[src/ucpm_defines.svh]
// Offsets, field positions, reset values and timing counts of the port logic
`ifndef UCPM_DEFINES_SVH
`define UCPM_DEFINES_SVH

// ---------------------------------------------------------------
// Register offsets (byte addresses)
// ---------------------------------------------------------------
`define UCPM_ADDR_CTRL      4'h0
`define UCPM_ADDR_STATUS    4'h4
`define UCPM_ADDR_HOLD      4'h8

// ---------------------------------------------------------------
// Control register fields
// ---------------------------------------------------------------
`define UCPM_CTRL_MODE_LSB  0
`define UCPM_CTRL_EN_BIT    3
`define UCPM_CTRL_RESET     32'h0000_0000

// ---------------------------------------------------------------
// Status register fields
// ---------------------------------------------------------------
`define UCPM_ST_SCHEME_LSB  0
`define UCPM_ST_DATA_SW_BIT 2
`define UCPM_ST_PWR_SW_BIT  3
`define UCPM_ST_DISCH_BIT   4
`define UCPM_ST_FAULT_BIT   5
`define UCPM_ST_ATTACH_BIT  6
`define UCPM_ST_RELEASE_BIT 7

// ---------------------------------------------------------------
// Timing
// ---------------------------------------------------------------
`define UCPM_CLK_MHZ        100
`define UCPM_HOLD_US        1000
`define UCPM_HOLD_CYCLES    (`UCPM_HOLD_US * `UCPM_CLK_MHZ)
`define UCPM_DEB_CYCLES     16
`define UCPM_DISCH_US       10
`define UCPM_DISCH_CYCLES   (`UCPM_DISCH_US * `UCPM_CLK_MHZ)

`endif

[src/ucpm_pkg.sv]
// Types shared by the charging-port mode logic
package ucpm_pkg;

  typedef enum logic [1:0] {
    UCPM_SCH_DIVIDER,
    UCPM_SCH_LOW_PULL,
    UCPM_SCH_SHORTED,
    UCPM_SCH_NONE
  } ucpm_scheme_t;

  typedef enum logic [1:0] {
    UCPM_MODE_DCP,
    UCPM_MODE_SDP,
    UCPM_MODE_CLIENT,
    UCPM_MODE_CDP
  } ucpm_mode_t;

endpackage

[src/ucpm_port_logic.sv]
// Charging-port mode and data-line sequencing logic with Wishbone registers
//
// What this block does
// - Dedicated charging has one auto-detect state choosing among three schemes.
// - Shorted scheme ties data lines together through at most 200 ohms.
// - Divider scheme drives 2.7 V onto both data lines.
// - Low-pull scheme shorts and pulls to 1.2 V, then goes shorted.
// - Auto-detect starts in the divider scheme.
// - Compliant attach: power stays on, no discharge, low-pull then shorted.
// - Shorted scheme holds until data line released, then back to divider.
// - Divider-compatible device keeps the machine in the divider state.
// - Client mode: power switch off, data switch on.
// - Data switches close in CDP, SDP or client mode, given enable.
// - Data switches enabled only while enable is high.
// - In CDP the data switches stay closed through the handshake.
// - Data switches open when enable low or in dedicated charging.
// - Current limit alone never opens the data switches.
// - Data switches open throughout port power discharge.
// - Mode decode: 00x DCP, 01x SDP, 10x client, 110 SDP, 111 CDP.
// - Changes 000<->001 or 110<->111 do not trigger discharge.
// - Codes 000 and 110 never assert the fault output on overcurrent.
//
// Local design decisions: the address map and the Wishbone interface to the registers.
`timescale 1ns/10ps
`include "ucpm_defines.svh"

module ucpm_port_logic
  import ucpm_pkg::*;
#(
  parameter int unsigned HOLD_CYCLES  = `UCPM_HOLD_CYCLES,
  parameter int unsigned DISCH_CYCLES = `UCPM_DISCH_CYCLES
) (
  input  wire logic                  clk_i,
  input  wire logic                  rst_i,
  // Wishbone classic slave
  input  wire logic                  cyc_i,
  input  wire logic                  stb_i,
  input  wire logic                  we_i,
  input  wire logic [3:0]            adr_i,
  input  wire logic [3:0]            sel_i,
  input  wire logic [31:0]           dat_i,
  output logic [31:0]                dat_o,
  output logic                       ack_o,
  // Analog-side comparators and flags (asynchronous)
  input  wire logic                  attach_cmp_i,
  input  wire logic                  release_cmp_i,
  input  wire logic                  overcurrent_i,
  input  wire logic                  current_limit_i,
  // Analog controls
  output ucpm_pkg::ucpm_scheme_t     scheme_o,
  output logic                       short_lines_o,
  output logic                       drive_2v7_o,
  output logic                       pull_1v2_o,
  output logic                       power_switch_o,
  output logic                       data_switch_o,
  output logic                       discharge_o,
  output logic                       fault_n_o
);

  import ucpm_pkg::*;

  localparam int unsigned TW = 20;

  // ---------------------------------------------------------------
  // State
  // ---------------------------------------------------------------
  typedef struct packed {
    logic [2:0]      mode_sel;
    logic            enable;
    logic [TW-1:0]   hold_len;
    ucpm_scheme_t    scheme;
    ucpm_mode_t      mode_d;
    logic [2:0]      mode_sel_d;
    logic            enable_d;
    logic            discharging;
    logic            oc_s1;
    logic            oc_s2;
    logic            cl_s1;
    logic            cl_s2;
    logic            ack;
    logic [31:0]     rdata;
    logic            short_lines;
    logic            drive_2v7;
    logic            pull_1v2;
    logic            power_sw;
    logic            data_sw;
    logic            fault_n;
  } ucpm_top_t;

  ucpm_top_t st;
  ucpm_top_t next_st;

  logic       attach_lvl;
  logic       release_lvl;
  logic       tmr_start;
  logic       tmr_busy;
  logic       tmr_done;
  logic       dis_start;
  logic       dis_busy;
  logic       dis_done;
  ucpm_mode_t mode;
  logic       req;
  logic       wr;

  // ---------------------------------------------------------------
  // Comparator conditioning
  // ---------------------------------------------------------------
  // attach filter
  ucpm_debounce u_attach (
    .clk_i   (clk_i),
    .rst_i   (rst_i),
    .raw_i   (attach_cmp_i),
    .level_o (attach_lvl)
  );

  ucpm_debounce u_release (
    .clk_i   (clk_i),
    .rst_i   (rst_i),
    .raw_i   (release_cmp_i),
    .level_o (release_lvl)
  );

  // ---------------------------------------------------------------
  // Timers
  // ---------------------------------------------------------------
  // low-pull phase timer
  ucpm_timer #(.WIDTH(TW)) u_hold (
    .clk_i   (clk_i),
    .rst_i   (rst_i),
    .start_i (tmr_start),
    .load_i  (st.hold_len),
    .busy_o  (tmr_busy),
    .done_o  (tmr_done)
  );

  ucpm_timer #(.WIDTH(TW)) u_disch (
    .clk_i   (clk_i),
    .rst_i   (rst_i),
    .start_i (dis_start),
    .load_i  (TW'(DISCH_CYCLES)),
    .busy_o  (dis_busy),
    .done_o  (dis_done)
  );

  // ---------------------------------------------------------------
  // Mode decode and sequencing
  // ---------------------------------------------------------------
  // mode decode
  always_comb begin
    case (st.mode_sel[2:1])
      2'b00:   mode = UCPM_MODE_DCP;
      2'b01:   mode = UCPM_MODE_SDP;
      2'b10:   mode = UCPM_MODE_CLIENT;
      default: mode = st.mode_sel[0] ? UCPM_MODE_CDP : UCPM_MODE_SDP;
    endcase
  end

  // ---------------------------------------------------------------
  // Bus handshake
  // ---------------------------------------------------------------
  // A request seen while ack is high is the tail of the last one
  assign req = cyc_i && stb_i && !st.ack;
  assign wr  = req && we_i;

  always_comb begin
    next_st   = st;
    tmr_start = 1'b0;
    dis_start = 1'b0;

    // -------------------------------------------------------------
    // Synchronisers and history
    // -------------------------------------------------------------
    next_st.oc_s1      = overcurrent_i;
    next_st.oc_s2      = st.oc_s1;
    next_st.cl_s1      = current_limit_i;
    next_st.cl_s2      = st.cl_s1;
    next_st.mode_d     = mode;
    next_st.mode_sel_d = st.mode_sel;
    next_st.enable_d   = st.enable;

    // -------------------------------------------------------------
    // Register writes
    // -------------------------------------------------------------
    // Bus slave: one wait state, ack for one cycle
    next_st.ack = req;
    if (wr && adr_i == `UCPM_ADDR_CTRL && sel_i[0]) begin
      next_st.mode_sel = dat_i[`UCPM_CTRL_MODE_LSB +: 3];
      next_st.enable   = dat_i[`UCPM_CTRL_EN_BIT];
    end
    // A new hold length applies from the next low-pull entry
    if (wr && adr_i == `UCPM_ADDR_HOLD) begin
      if (sel_i[0]) next_st.hold_len[7:0]   = dat_i[7:0];
      if (sel_i[1]) next_st.hold_len[15:8]  = dat_i[15:8];
      if (sel_i[2]) next_st.hold_len[19:16] = dat_i[19:16];
    end

    // -------------------------------------------------------------
    // Register reads
    // -------------------------------------------------------------
    // Attach and release read back filtered, as the machine sees them
    next_st.rdata = 32'h0000_0000;
    if (req && !we_i) begin
      case (adr_i)
        `UCPM_ADDR_CTRL: begin
          next_st.rdata[`UCPM_CTRL_MODE_LSB +: 3] = st.mode_sel;
          next_st.rdata[`UCPM_CTRL_EN_BIT]        = st.enable;
        end
        `UCPM_ADDR_STATUS: begin
          next_st.rdata[`UCPM_ST_SCHEME_LSB +: 2] = st.scheme;
          next_st.rdata[`UCPM_ST_DATA_SW_BIT]     = st.data_sw;
          next_st.rdata[`UCPM_ST_PWR_SW_BIT]      = st.power_sw;
          next_st.rdata[`UCPM_ST_DISCH_BIT]       = st.discharging;
          next_st.rdata[`UCPM_ST_FAULT_BIT]       = !st.fault_n;
          next_st.rdata[`UCPM_ST_ATTACH_BIT]      = attach_lvl;
          next_st.rdata[`UCPM_ST_RELEASE_BIT]     = release_lvl;
        end
        `UCPM_ADDR_HOLD: begin
          next_st.rdata[TW-1:0] = st.hold_len;
        end
        default: next_st.rdata = 32'h0000_0000;
      endcase
    end

    // -------------------------------------------------------------
    // Output discharge
    // -------------------------------------------------------------
    // A restart mid-discharge reloads the full period
    // Discharge on a mode change or enable fall; pairs sharing a mode
    // family only shift the current limit, so the port stays powered.
    // discharge exemptions
    if ((st.mode_sel_d != st.mode_sel
         && st.mode_sel_d[2:1] != st.mode_sel[2:1])
        || (st.enable_d && !st.enable)) begin
      dis_start           = 1'b1;
      next_st.discharging = 1'b1;
    end else if (dis_done) begin
      next_st.discharging = 1'b0;
    end

    // -------------------------------------------------------------
    // Auto-detect machine
    // -------------------------------------------------------------
    // auto-detect machine runs only in dedicated charging
    if (mode != UCPM_MODE_DCP || !st.enable) begin
      // start in the divider scheme on every re-entry
      next_st.scheme = UCPM_SCH_DIVIDER;
    end else begin
      case (st.scheme)
        UCPM_SCH_DIVIDER: begin
          if (attach_lvl) begin
            next_st.scheme = UCPM_SCH_LOW_PULL;
            tmr_start      = 1'b1;
          end
        end
        UCPM_SCH_LOW_PULL: begin
          if (tmr_done) begin
            next_st.scheme = UCPM_SCH_SHORTED;
          end
        end
        UCPM_SCH_SHORTED: begin
          if (release_lvl) begin
            next_st.scheme = UCPM_SCH_DIVIDER;
          end
        end
        default: next_st.scheme = UCPM_SCH_DIVIDER;
      endcase
    end

    // -------------------------------------------------------------
    // Line controls
    // -------------------------------------------------------------
    // Analog line controls follow the scheme
    next_st.short_lines = 1'b0;
    next_st.drive_2v7   = 1'b0;
    next_st.pull_1v2    = 1'b0;
    if (mode == UCPM_MODE_DCP && st.enable) begin
      case (next_st.scheme)
        UCPM_SCH_DIVIDER: next_st.drive_2v7 = 1'b1;
        // short and pull to 1.2 V
        UCPM_SCH_LOW_PULL: begin
          next_st.short_lines = 1'b1;
          next_st.pull_1v2    = 1'b1;
        end
        UCPM_SCH_SHORTED: next_st.short_lines = 1'b1;
        default: next_st.short_lines = 1'b0;
      endcase
    end

    // -------------------------------------------------------------
    // Power and data switches
    // -------------------------------------------------------------
    // power stays on across the attach, no discharge issued
    next_st.power_sw = st.enable && mode != UCPM_MODE_CLIENT
                       && !next_st.discharging;

    // Current limit is deliberately not a term here.
    // data switch enable
    next_st.data_sw = st.enable && mode != UCPM_MODE_DCP
                      && !next_st.discharging;

    // -------------------------------------------------------------
    // Fault report
    // -------------------------------------------------------------
    // silent overcurrent for codes 000 and 110
    next_st.fault_n = !(st.oc_s2 && mode != UCPM_MODE_CLIENT
                        && st.mode_sel != 3'b000
                        && st.mode_sel != 3'b110);
  end

  // ---------------------------------------------------------------
  // State register
  // ---------------------------------------------------------------
  always_ff @(posedge clk_i) begin
    if (rst_i) begin
      st          <= '0;
      st.hold_len <= TW'(HOLD_CYCLES);
      st.fault_n  <= 1'b1;
    end else begin
      st <= next_st;
    end
  end

  // ---------------------------------------------------------------
  // Outputs
  // ---------------------------------------------------------------
  assign dat_o          = st.rdata;
  assign ack_o          = st.ack;
  assign scheme_o       = st.scheme;
  assign short_lines_o  = st.short_lines;
  assign drive_2v7_o    = st.drive_2v7;
  assign pull_1v2_o     = st.pull_1v2;
  assign power_switch_o = st.power_sw;
  assign data_switch_o  = st.data_sw;
  assign discharge_o    = st.discharging;
  assign fault_n_o      = st.fault_n;

endmodule

[src/ucpm_debounce.sv]
// Two-flop synchroniser followed by a stable-count debouncer
`timescale 1ns/10ps
`include "ucpm_defines.svh"

module ucpm_debounce (
  input  wire logic clk_i,
  input  wire logic rst_i,
  input  wire logic raw_i,
  output logic      level_o
);

  typedef struct packed {
    logic        sync1;
    logic        sync2;
    logic [4:0]  cnt;
    logic        level;
  } ucpm_deb_t;

  ucpm_deb_t st;
  ucpm_deb_t next_st;

  always_comb begin
    next_st       = st;
    next_st.sync1 = raw_i;
    next_st.sync2 = st.sync1;
    // Only the second flop feeds the filter
    if (st.sync2 == st.level) begin
      next_st.cnt = 5'h00;
    end else if (st.cnt == 5'(`UCPM_DEB_CYCLES - 1)) begin
      next_st.cnt   = 5'h00;
      next_st.level = st.sync2;
    end else begin
      next_st.cnt = st.cnt + 5'h01;
    end
  end

  always_ff @(posedge clk_i) begin
    if (rst_i) begin
      st <= '0;
    end else begin
      st <= next_st;
    end
  end

  assign level_o = st.level;

endmodule

[src/ucpm_timer.sv]
// Down-counter that reports a single expiry pulse
`timescale 1ns/10ps

module ucpm_timer #(
  parameter int unsigned WIDTH = 20
) (
  input  wire logic             clk_i,
  input  wire logic             rst_i,
  input  wire logic             start_i,
  input  wire logic [WIDTH-1:0] load_i,
  output logic                  busy_o,
  output logic                  done_o
);

  typedef struct packed {
    logic [WIDTH-1:0] cnt;
    logic             busy;
  } ucpm_tmr_t;

  ucpm_tmr_t st;
  ucpm_tmr_t next_st;

  always_comb begin
    next_st      = st;
    if (start_i) begin
      next_st.cnt  = load_i;
      next_st.busy = 1'b1;
    end else if (st.busy) begin
      if (st.cnt <= WIDTH'(1)) begin
        next_st.busy = 1'b0;
      end else begin
        next_st.cnt = st.cnt - WIDTH'(1);
      end
    end
  end

  always_ff @(posedge clk_i) begin
    if (rst_i) begin
      st <= '0;
    end else begin
      st <= next_st;
    end
  end

  assign busy_o = st.busy;
  // Done marks the last counted cycle, so a load of N spans exactly N cycles
  assign done_o = st.busy && st.cnt <= WIDTH'(1);

endmodule

[config.mk]
export PLATFORM = sky130hd
export DESIGN_NAME = ucpm_port_logic
export DESIGN_NICKNAME = d
export VERILOG_FILES = /design/src/ucpm_pkg.sv /design/src/ucpm_port_logic.sv /design/src/ucpm_debounce.sv /design/src/ucpm_timer.sv
export VERILOG_INCLUDE_DIRS = /design/src
export SDC_FILE = /design/constraint.sdc
export NUM_CORES = 1
export LEC_CHECK = 0
export BUFFER_PORTS_ARGS = -buffer_cell sky130_fd_sc_hd__buf_2
export CORE_MARGIN = 1
export CORE_UTILIZATION = 60
export DETAILED_ROUTE_END_ITERATION = 6
export GPL_TIMING_DRIVEN = 0
export PLACE_DENSITY = 0.81
export SETUP_SLACK_MARGIN = 0.3
export SLEW_MARGIN = 10
export SYNTH_ARGS = -nofsm -noshare
export SYNTH_HDL_FRONTEND = slang
export SYNTH_SLANG_ARGS = --single-unit
[constraint.sdc]
create_clock -name clk_i -period 4.9 [get_ports clk_i]
set_clock_uncertainty 0.15 [all_clocks]
set_input_delay 0.245 -clock clk_i [delete_from_list [all_inputs] [get_ports clk_i]]
set_output_delay 0.245 -clock clk_i [all_outputs]
set_load 0.03 [all_outputs]
==> impl_metrics.json, run 1 <==
{
  "outcome": "completed",
  "place_hpwl_mm": 8.738,
  "worstPathCellList": "clkbuf_1 > nor4b_2 > nor2b_1 > buf_2 > nand3_1 > dlygate4sd3_1 > a21oi_1 > dlygate4sd3_1",
  "reg2reg_from": "ack_o",
  "clk_pin_slew_ns": 0.06,
  "whs_ns": 0.002660,
  "cp_num_buf_inv": 4,
  "reg2reg_slack_ns": 1.91,
  "path_common_cell": "dlygate4sd3_1",
  "routed_wl_mm": 13.65,
  "slowest_delay_ns": 0.89,
  "setup_violations": 0,
  "fill_cells": 561,
  "grt_util_all_layers_pct": 31.95,
  "critPathSlowestCell": "nor4b_2",
  "antennaDiodeCount": 0,
  "drive_gt1_share_pct": 20.14,
  "ir_drop_v": 0.0003523,
  "yosysTopAreaCellShare_pct": 45.35,
  "portBuffers": 60,
  "grt_first_pass_wirelength_mm": 21.62,
  "drcViolationCount": 0,
  "drtPass1Iterations": 4,
  "cp-end-kind": "register",
  "die_h_um": 94.78,
  "first_global_vias": 4655,
  "synth_cell_type_count": 52,
  "fin_area_sq_um": 6569,
  "synthArstFlopShare_pct": 0,
  "dpl_cell_area_sq_um": 5644,
  "cts_setup_buffers": 0,
  "cp_data_required_time_ns": 5.22,
  "antenna_found_initial": 0,
  "synth_top_flop_cell": "dfxtp_1",
  "ioPinCount": 91,
  "synth_warnings": 0,
  "ys_top_cells_by_area": "dfxtp_1, buf_4, nor2_1",
  "rows": 33,
  "initial_utilization_pct": 62.55,
  "die_area_sq_um": 8983,
  "core-area_sq_um": 8258,
  "synth-seq-cells": 117,
  "reg2reg_depth": 7,
  "synth_seq_area_share_pct": 45.35,
  "syn_avg_cell_area_sq_um": 8.905,
  "worstSetupStartpoint": "adr_i[2]",
  "numCtsBuffers": 17,
  "post-place-ws_ns": 2.176,
  "gp_congestion": 0.9254,
  "rsz0062_at_grt": "false",
  "postRouteAntennaNets": 0,
  "crit_end": "st[70]",
  "hold_class": "in2reg",
  "clockRootBuffer": "clkbuf_8",
  "crit_type": "in2reg",
  "h-tree-depth": 4,
  "p_per_area_nw_per_um2": 351.0,
  "synth_area_sq_um": 5165,
  "fmax_ghz": 0.3002,
  "yosys.area.top_type": "dfxtp_1",
  "drt_iter0_drc": 303,
  "r2r-end": "st[70]",
  "cts_sinks": 117,
  "finalSetupTns_ns": 0,
  "vias_per_cell": 5.828,
  "cts_tree": "built",
  "post-route-period-util_pct": 67.99,
  "leakagePower_uw": 0.002771,
  "routedWlPerCell_um": 16.65,
  "die_w_um": 94.78,
  "maxSlewHeadroom_pct": 34.29,
  "synthCells": 580,
  "slew_violations": 0,
  "cp.depth": 8,
  "crit_path_max_fanout": 10,
  "crit_arrival_ns": 3.65,
  "route.vias.total": 4779,
  "grt_max_degree": 17,
  "clockBufferDepth": 2,
  "synth_edf_count": 0,
  "cp-start-kind": "input pin",
  "drv_cap": 0,
  "layout-area-overhead-vs-synth_pct": 27.18,
  "crit_family": "buffers and inverters",
  "finalHoldViolCount": 0,
  "worst_slew_pin_slew_ns": 0.9781,
  "post-route-min-period_ns": 3.331,
  "clock_latency_ns": 0.53,
  "layout_setup_ws_ns": 1.569,
  "fin_nets": 761,
  "utilization_pct": 79.55,
  "overflow": 0
}
power by group:
part           switching [uW]  internal [uW]  total, uW
Clock                     464            791       1260
Combinational            53.3           38.5       91.8
Sequential               2.62            956        959
cells in the final DEF (no fill, tap or decap), types with 3 or more instances in the layout:
cell / count
o31ai_1: 4
nor3_1: 15
nand3_1: 33
a211oi_1: 13
nand4_1: 6
o21ai_0: 19
clkbuf_1: 22
nor2_1: 62
nor2b_1: 12
dlygate4sd3_1: 32
nor3b_1: 4
o2111ai_1: 4
xnor2_1: 18
or3_1: 14
clkinvlp_4: 5
ha_1: 10
dfxtp_1: 117
a21oi_1: 29
and2_1: 3
or3b_2: 3
clkbuf_16: 16
buf_4: 34
buf_2: 63
mux2i_1: 7
conb_1: 12
a311oi_1: 6
clkinv_4: 3
nor4_1: 8
a22oi_1: 4
nand4b_1: 3
o211ai_1: 7
inv_1: 14
xor2_1: 13
mux2_2: 5
nand2_1: 35
bufinv_16: 3
and3_1: 20
or4_1: 9
synthesized netlist by cell type (12+ instances only):
library cell,count
dfxtp_1,117
nor2_1,62
nand2_1,35
buf_4,34
nand3_1,33
a21oi_1,29
clkbuf_1,22
and3_1,20
o21ai_0,19
xnor2_1,18
nor3_1,15
inv_1,14
or3_1,14
a211oi_1,13
xor2_1,13
nor2b_1,12
metal layers:
metal / track usage [%] / routed length (um)
met1: 36.38 / 5608
met4: 14.52 / 401
met5: 0 / 0
met3: 9.259 / 832
met2: 55.04 / 6812
sequential cells by signal, summed over array words and instances, names as in the netlist, 2 cells and up:
name and flops:
u_hold.st 20, scheme_o 2, u_release.st 6, next_st 5, u_attach.st 6, u_disch.st 20, dat_o 20, st 24
worst min path at each step:
stage	depth (start not counted)	to	startpoint
2_1_floorplan	1	fault_n_o	st[41]
3_3_place_gp	1	fault_n_o	st[41]
3_5_place_dp	1	fault_n_o	st[41]
4_1_cts	3	dat_o[9]	adr_i[0]
5_1_grt	3	dat_o[9]	adr_i[0]
6_report	3	st[63]	sel_i[1]
per-stage QoR:
stage	instances	total power [uW]
after floorplan	591	1025
after global placement	756	1051
after detailed placement	756	1053
after CTS	820	2304
after global routing	820	2354
final	820	2306
worst min-delay path, cell delays in order:
cell and delay (ns):
clkbuf_1 0.19, nand3_1 0.14, a21oi_1 0.05
timing repair:
action,CTS,global route
gates resized for setup,0,0
endpoints found under the hold margin,28,0
hold buffers,32,0
cell type report:
class,count,area (sq um),area share (%)
plain buffers,60,356.6,5.429
repair buffers,92,620.6,9.448
clock inverters,14,176.4,2.686
clock buffers,18,427.9,6.514
inverters,14,52.55,0.8000
flip-flops and latches,117,2342,35.66
well taps,105,131.4,2.000
multi-input cells,400,2461,37.47
kinds of logic (layout without fill, tap and decap cells):
kind of cell,Yosys count,after routing,share of synthesized area [%]
AOI/OAI and AO/OA,99,99,12.67
DFF,117,117,45.35
other,1,12,0.07260
adders and majority gates,10,10,2.422
buffers and inverters,74,198,7.921
and+or+nand+nor,236,236,23.86
xor gates and xnor gates,31,31,5.257
muxes,12,12,2.447
Power figures use the tool's default switching activity.
==> run 2, diff against run 1 <==
--- a/config.mk
+++ b/config.mk
@@ -8,10 +8,10 @@
 export LEC_CHECK = 0
 export BUFFER_PORTS_ARGS = -buffer_cell sky130_fd_sc_hd__buf_2
 export CORE_MARGIN = 1
-export CORE_UTILIZATION = 60
+export CORE_UTILIZATION = 50
 export DETAILED_ROUTE_END_ITERATION = 6
 export GPL_TIMING_DRIVEN = 0
-export PLACE_DENSITY = 0.81
+export PLACE_DENSITY = 0.71
 export SETUP_SLACK_MARGIN = 0.3
 export SLEW_MARGIN = 10
 export SYNTH_ARGS = -nofsm -noshare
==> constraint.sdc (replaced) <==
create_clock -name clk_i -period 2.8 [get_ports clk_i]
set_clock_uncertainty 0.15 [all_clocks]
set_input_delay 0.14 -clock clk_i [delete_from_list [all_inputs] [get_ports clk_i]]
set_output_delay 0.14 -clock clk_i [all_outputs]
set_load 0.03 [all_outputs]
==> impl_metrics.json, run 2 (same netlist as run 1, synthesis figures left out) <==
{
  "outcome": "completed",
  "vias_per_cell": 5.428,
  "worst_slew_pin_slew_ns": 0.8314,
  "grt_util_met3_pct": 6.419,
  "final_cell_mix": "dfxtp_1, buf_2, nor2_1",
  "route.vias.total": 4739,
  "crit_arrival_ns": 2.67,
  "use_met2_pct": 43.62,
  "clockBufferDepth": 2,
  "fin_nets": 786,
  "finalSetupTns_ns": 0,
  "dpl_cell_area_sq_um": 5687,
  "grt_max_degree": 17,
  "p_per_area_nw_per_um2": 566.7,
  "finalHoldViolCount": 0,
  "drive_gt1_share_pct": 21.35,
  "post-route-period-util_pct": 88.19,
  "crit_type": "reg2reg",
  "post-route-min-period_ns": 2.469,
  "drt_iter0_drc": 266,
  "leakagePower_uw": 0.002850,
  "portBuffers": 60,
  "hold_class": "in2reg",
  "fill_cells": 768,
  "die_h_um": 103.6,
  "largest_reg_flops": 24,
  "use_met1_pct": 31.92,
  "busiest_layer": "met2",
  "mostFrequentLayoutCell": "dfxtp_1",
  "core-area_sq_um": 9910,
  "die_w_um": 103.6,
  "numCtsBuffers": 17,
  "slew_violations": 0,
  "cp-start-kind": "register",
  "clock_latency_ns": 0.51,
  "ioPinCount": 91,
  "routed_wl_mm": 13.33,
  "antennaDiodeCount": 0,
  "crit_path_max_fanout": 8,
  "rows": 36,
  "cp-end-kind": "register",
  "cts_tree": "built",
  "whs_ns": 0.08062,
  "drtPass1Iterations": 5,
  "setup_violations": 0,
  "first_global_vias": 4622,
  "clockRootBuffer": "clkbuf_8",
  "rsz0062_at_grt": "true",
  "fin_area_sq_um": 6877,
  "h-tree-depth": 4,
  "grt_first_pass_wirelength_mm": 22.06,
  "clk_pin_slew_ns": 0.06,
  "grt_util_all_layers_pct": 25.66,
  "overflow": 0,
  "maxSlewHeadroom_pct": 44.15,
  "layout-area-overhead-vs-synth_pct": 33.14,
  "drcViolationCount": 0,
  "antenna_found_initial": 0,
  "drv_cap": 0,
  "utilization_pct": 69.39,
  "initial_utilization_pct": 52.12,
  "cts_sinks": 117,
  "fmax_ghz": 0.4050,
  "die_area_sq_um": 10740,
  "ir_drop_v": 0.0004031,
  "routedWlPerCell_um": 15.27,
  "gp_congestion": 0.9280,
  "place_hpwl_mm": 8.753,
  "fin_total_pwr_uw": 3897,
  "cp_data_required_time_ns": 3.00,
  "regMostFlops": "st",
  "postRouteAntennaNets": 0
}
## run 2: layout make-up
class	instances	area (sq um)	share of cell area, %
clock inverters	12	130.1	1.892
multi-input cells	400	2524	36.70
flip-flops and latches	117	2344	34.08
plain buffers	60	364.1	5.295
clock buffers	20	435.4	6.332
well taps	133	166.4	2.420
inverters	14	52.55	0.7642
repair buffers	117	860.8	12.52
## run 2: where the power goes
part	switching [uW]	leakage, uW	internal (uW)
clock	763	0.000263	1290
sequential	4.23	0.000944	1670
combinational	94.7	0.00164	75.2
total	862	0.00285	3030
## run 2: through the flow
| stage | setup WS, ns | instances |
|---|---|---|
| 3_5_place_dp | 0.04724 | 785 |
| 6_report | 0.3306 | 873 |
| 5_1_grt | 0.2777 | 873 |
| 2_1_floorplan | 0.5007 | 591 |
| 4_1_cts | 0.2810 | 871 |
| 3_3_place_gp | -0.2551 | 784 |
## run 2: worst paths after layout
path	endpoint	start	slack [ns]	cells past startpoint
worst min-delay path	dat_o[9]	stb_i	0.08	4
worst max register to register	u_disch.st[7]	u_disch.st[6]	0.33	7
worst max-delay path	u_disch.st[7]	u_disch.st[6]	0.33	7
worst min register to register	fault_n_o	st[41]	0.23	1
## run 2: worst max-delay path: stages (launching register included)
cell	delay, ns
dfxtp_2	0.34
or4_1	0.53
buf_4	0.18
or3_1	0.34
clkbuf_4	0.18
o2111ai_1	0.25
xor2_1	0.23
a21oi_1	0.11
## run 2: routing by layer
metal / wire length, um / part of all wire (%)
met1: 5803 / 44
met2: 6629 / 50
met3: 767 / 5.8
met4: 133 / 1.0
met5: 0 / 0
## run 2: what timing repair did
item,CTS,global route
buffers inserted,1,2
hold buffers,53,0
gates resized for setup,5,16
endpoints found under the setup margin,20,35
hold endpoints to repair,34,0
pin swaps,1,1
==> run 3, diff against run 2 <==
--- a/config.mk
+++ b/config.mk
@@ -6,12 +6,14 @@
 export SDC_FILE = /design/constraint.sdc
 export NUM_CORES = 1
 export LEC_CHECK = 0
+export ABC_CLOCK_PERIOD_IN_PS = 2800
 export BUFFER_PORTS_ARGS = -buffer_cell sky130_fd_sc_hd__buf_2
 export CORE_MARGIN = 1
 export CORE_UTILIZATION = 50
 export DETAILED_ROUTE_END_ITERATION = 6
 export GPL_TIMING_DRIVEN = 0
 export PLACE_DENSITY = 0.71
+export RECOVER_POWER = 25
 export SETUP_SLACK_MARGIN = 0.3
 export SLEW_MARGIN = 10
 export SYNTH_ARGS = -nofsm -noshare
==> impl_metrics.json, run 3 (same netlist as run 1, synthesis figures left out) <==
{
  "layout-area-overhead-vs-synth_pct": 32.53,
  "drive_gt1_share_pct": 17.97,
  "crit_arrival_ns": 2.67,
  "fin_total_pwr_uw": 3892,
  "reg2reg_slack_ns": 0.34,
  "cp_data_required_time_ns": 3.01,
  "drtPass1Iterations": 5,
  "fill_cells": 787,
  "finalHoldViolCount": 0,
  "place_hpwl_mm": 8.753,
  "mostFrequentLayoutCell": "dfxtp_1",
  "outcome": "completed",
  "whs_endpoint": "dat_o[9]",
  "post-route-period-util_pct": 87.90,
  "route.vias.total": 4741,
  "combPwrFrac_pct": 4.4,
  "power_frac_seq_pct": 43.1,
  "routedWlPerCell_um": 15.39,
  "die_h_um": 103.6,
  "largest_reg_flops": 24,
  "p_int_uw": 3034,
  "initial_utilization_pct": 52.12,
  "portBuffers": 60,
  "die_w_um": 103.6,
  "ir_drop_v": 0.0004029,
  "grt_max_degree": 17,
  "ioPinCount": 91,
  "vias_per_cell": 5.431,
  "grt_first_pass_wirelength_mm": 22.06,
  "cp_num_buf_inv": 2,
  "crit_path_max_fanout": 8,
  "finalSetupTns_ns": 0,
  "dpl_cell_area_sq_um": 5687,
  "antennaDiodeCount": 0,
  "first_global_vias": 4622,
  "crit_family": "simple AND/OR/NAND/NOR gates",
  "clockRootBuffer": "clkbuf_8",
  "fin_area_sq_um": 6845,
  "critPathSlowestCell": "or4_1",
  "die_area_sq_um": 10740,
  "clk_pin_slew_ns": 0.06,
  "reg2reg_depth": 7,
  "reg2reg_from": "u_disch.st[6]",
  "clkPwrFrac_pct": 52.5,
  "cp-end-kind": "register",
  "core-area_sq_um": 9910,
  "clock_latency_ns": 0.51,
  "power_switching_uw": 858.0,
  "p_per_area_nw_per_um2": 568.5,
  "rsz0062_at_grt": "true",
  "hold_class": "in2reg",
  "worstPathCellList": "or4_1 > buf_4 > or3_1 > clkbuf_4 > o2111ai_1 > xor2_1 > a21oi_1",
  "final_cell_mix": "dfxtp_1, nor2_1, dlygate4sd3_1",
  "fin_nets": 786,
  "antenna_found_initial": 0,
  "r2r-end": "u_disch.st[7]",
  "hp-start": "stb_i",
  "leakagePower_uw": 0.002744,
  "grt_util_all_layers_pct": 25.66,
  "drv_cap": 0,
  "cts_tree": "built",
  "postRouteAntennaNets": 0,
  "crit_type": "reg2reg",
  "fmax_ghz": 0.4063,
  "clockBufferDepth": 2,
  "cts_sinks": 117,
  "slew_violations": 0,
  "worst_slew_pin_slew_ns": 0.8380,
  "post-route-min-period_ns": 2.461,
  "overflow": 0,
  "gp_congestion": 0.9280,
  "maxSlewHeadroom_pct": 43.71,
  "hold_depth": 4,
  "drcViolationCount": 0,
  "routed_wl_mm": 13.43,
  "cp-start-kind": "register",
  "drt_iter0_drc": 268,
  "slowest_delay_ns": 0.53,
  "regMostFlops": "st",
  "numCtsBuffers": 17,
  "whs_ns": 0.08129,
  "switching_share_pct": 22.05,
  "h-tree-depth": 4,
  "setup_violations": 0,
  "rows": 36
}
run 3: metal layers:
metal	track usage [%]	wire, um
met5	0	0
met4	7.764	127
met3	6.419	838
met2	43.62	6714
met1	31.92	5752
run 3: power groups by stage:
stage          Clock (uW)  Combinational (uW)  Sequential (uW)
2_1_floorplan           0                80.7             1710
3_3_place_gp            0                 127             1710
3_5_place_dp            0                 130             1710
4_1_cts              2060                 166             1680
5_1_grt              2160                 181             1680
6_report             2040                 170             1680
run 3: final cells by class:
type / count / area, sq um / area share (%)
tap: 133 / 166.4 / 2.431
multi-input combinational: 400 / 2524 / 36.87
inverter: 14 / 52.55 / 0.7677
timing repair buffer: 117 / 829.5 / 12.12
sequential: 117 / 2344 / 34.24
buffer: 60 / 364.1 / 5.319
clock inverter: 12 / 130.1 / 1.901
clock buffer: 20 / 435.4 / 6.361
run 3: timing repair:
item	in CTS	in global routing
pin swaps	1	1
endpoints found under the setup margin	20	35
gates resized for setup	5	16
hold buffers	53	0
cloned	0	0
buffers inserted	1	2
endpoints found under the hold margin	34	0
run 3: how the worst max path moves through the flow:
stage                  startpoint             end  slack (ns)  cells past startpoint
finish              u_disch.st[6]   u_disch.st[7]        0.34                      7
global route        u_disch.st[1]  u_disch.st[12]        0.28                      6
CTS                 u_disch.st[6]   u_disch.st[2]        0.28                      7
detailed placement   u_hold.st[9]   short_lines_o        0.05                      6
global placement         adr_i[2]          st[60]       -0.26                      6
floorplan           u_disch.st[6]   u_disch.st[2]        0.50                      7
run 3: tightest hold or removal path, delay by kind of cell:
kind	cells	cell delay, ns
and+or+nand+nor	3	0.45
buffers and inverters	1	0.11
run 3: per-stage QoR:
step	setup WS, ns	util, %	instances
4_1_cts	0.2810	68.83	871
3_3_place_gp	-0.2551	57.25	784
6_report	0.3389	69.08	873
5_1_grt	0.2777	69.08	873
2_1_floorplan	0.5007	-	591
3_5_place_dp	0.04724	57.39	785
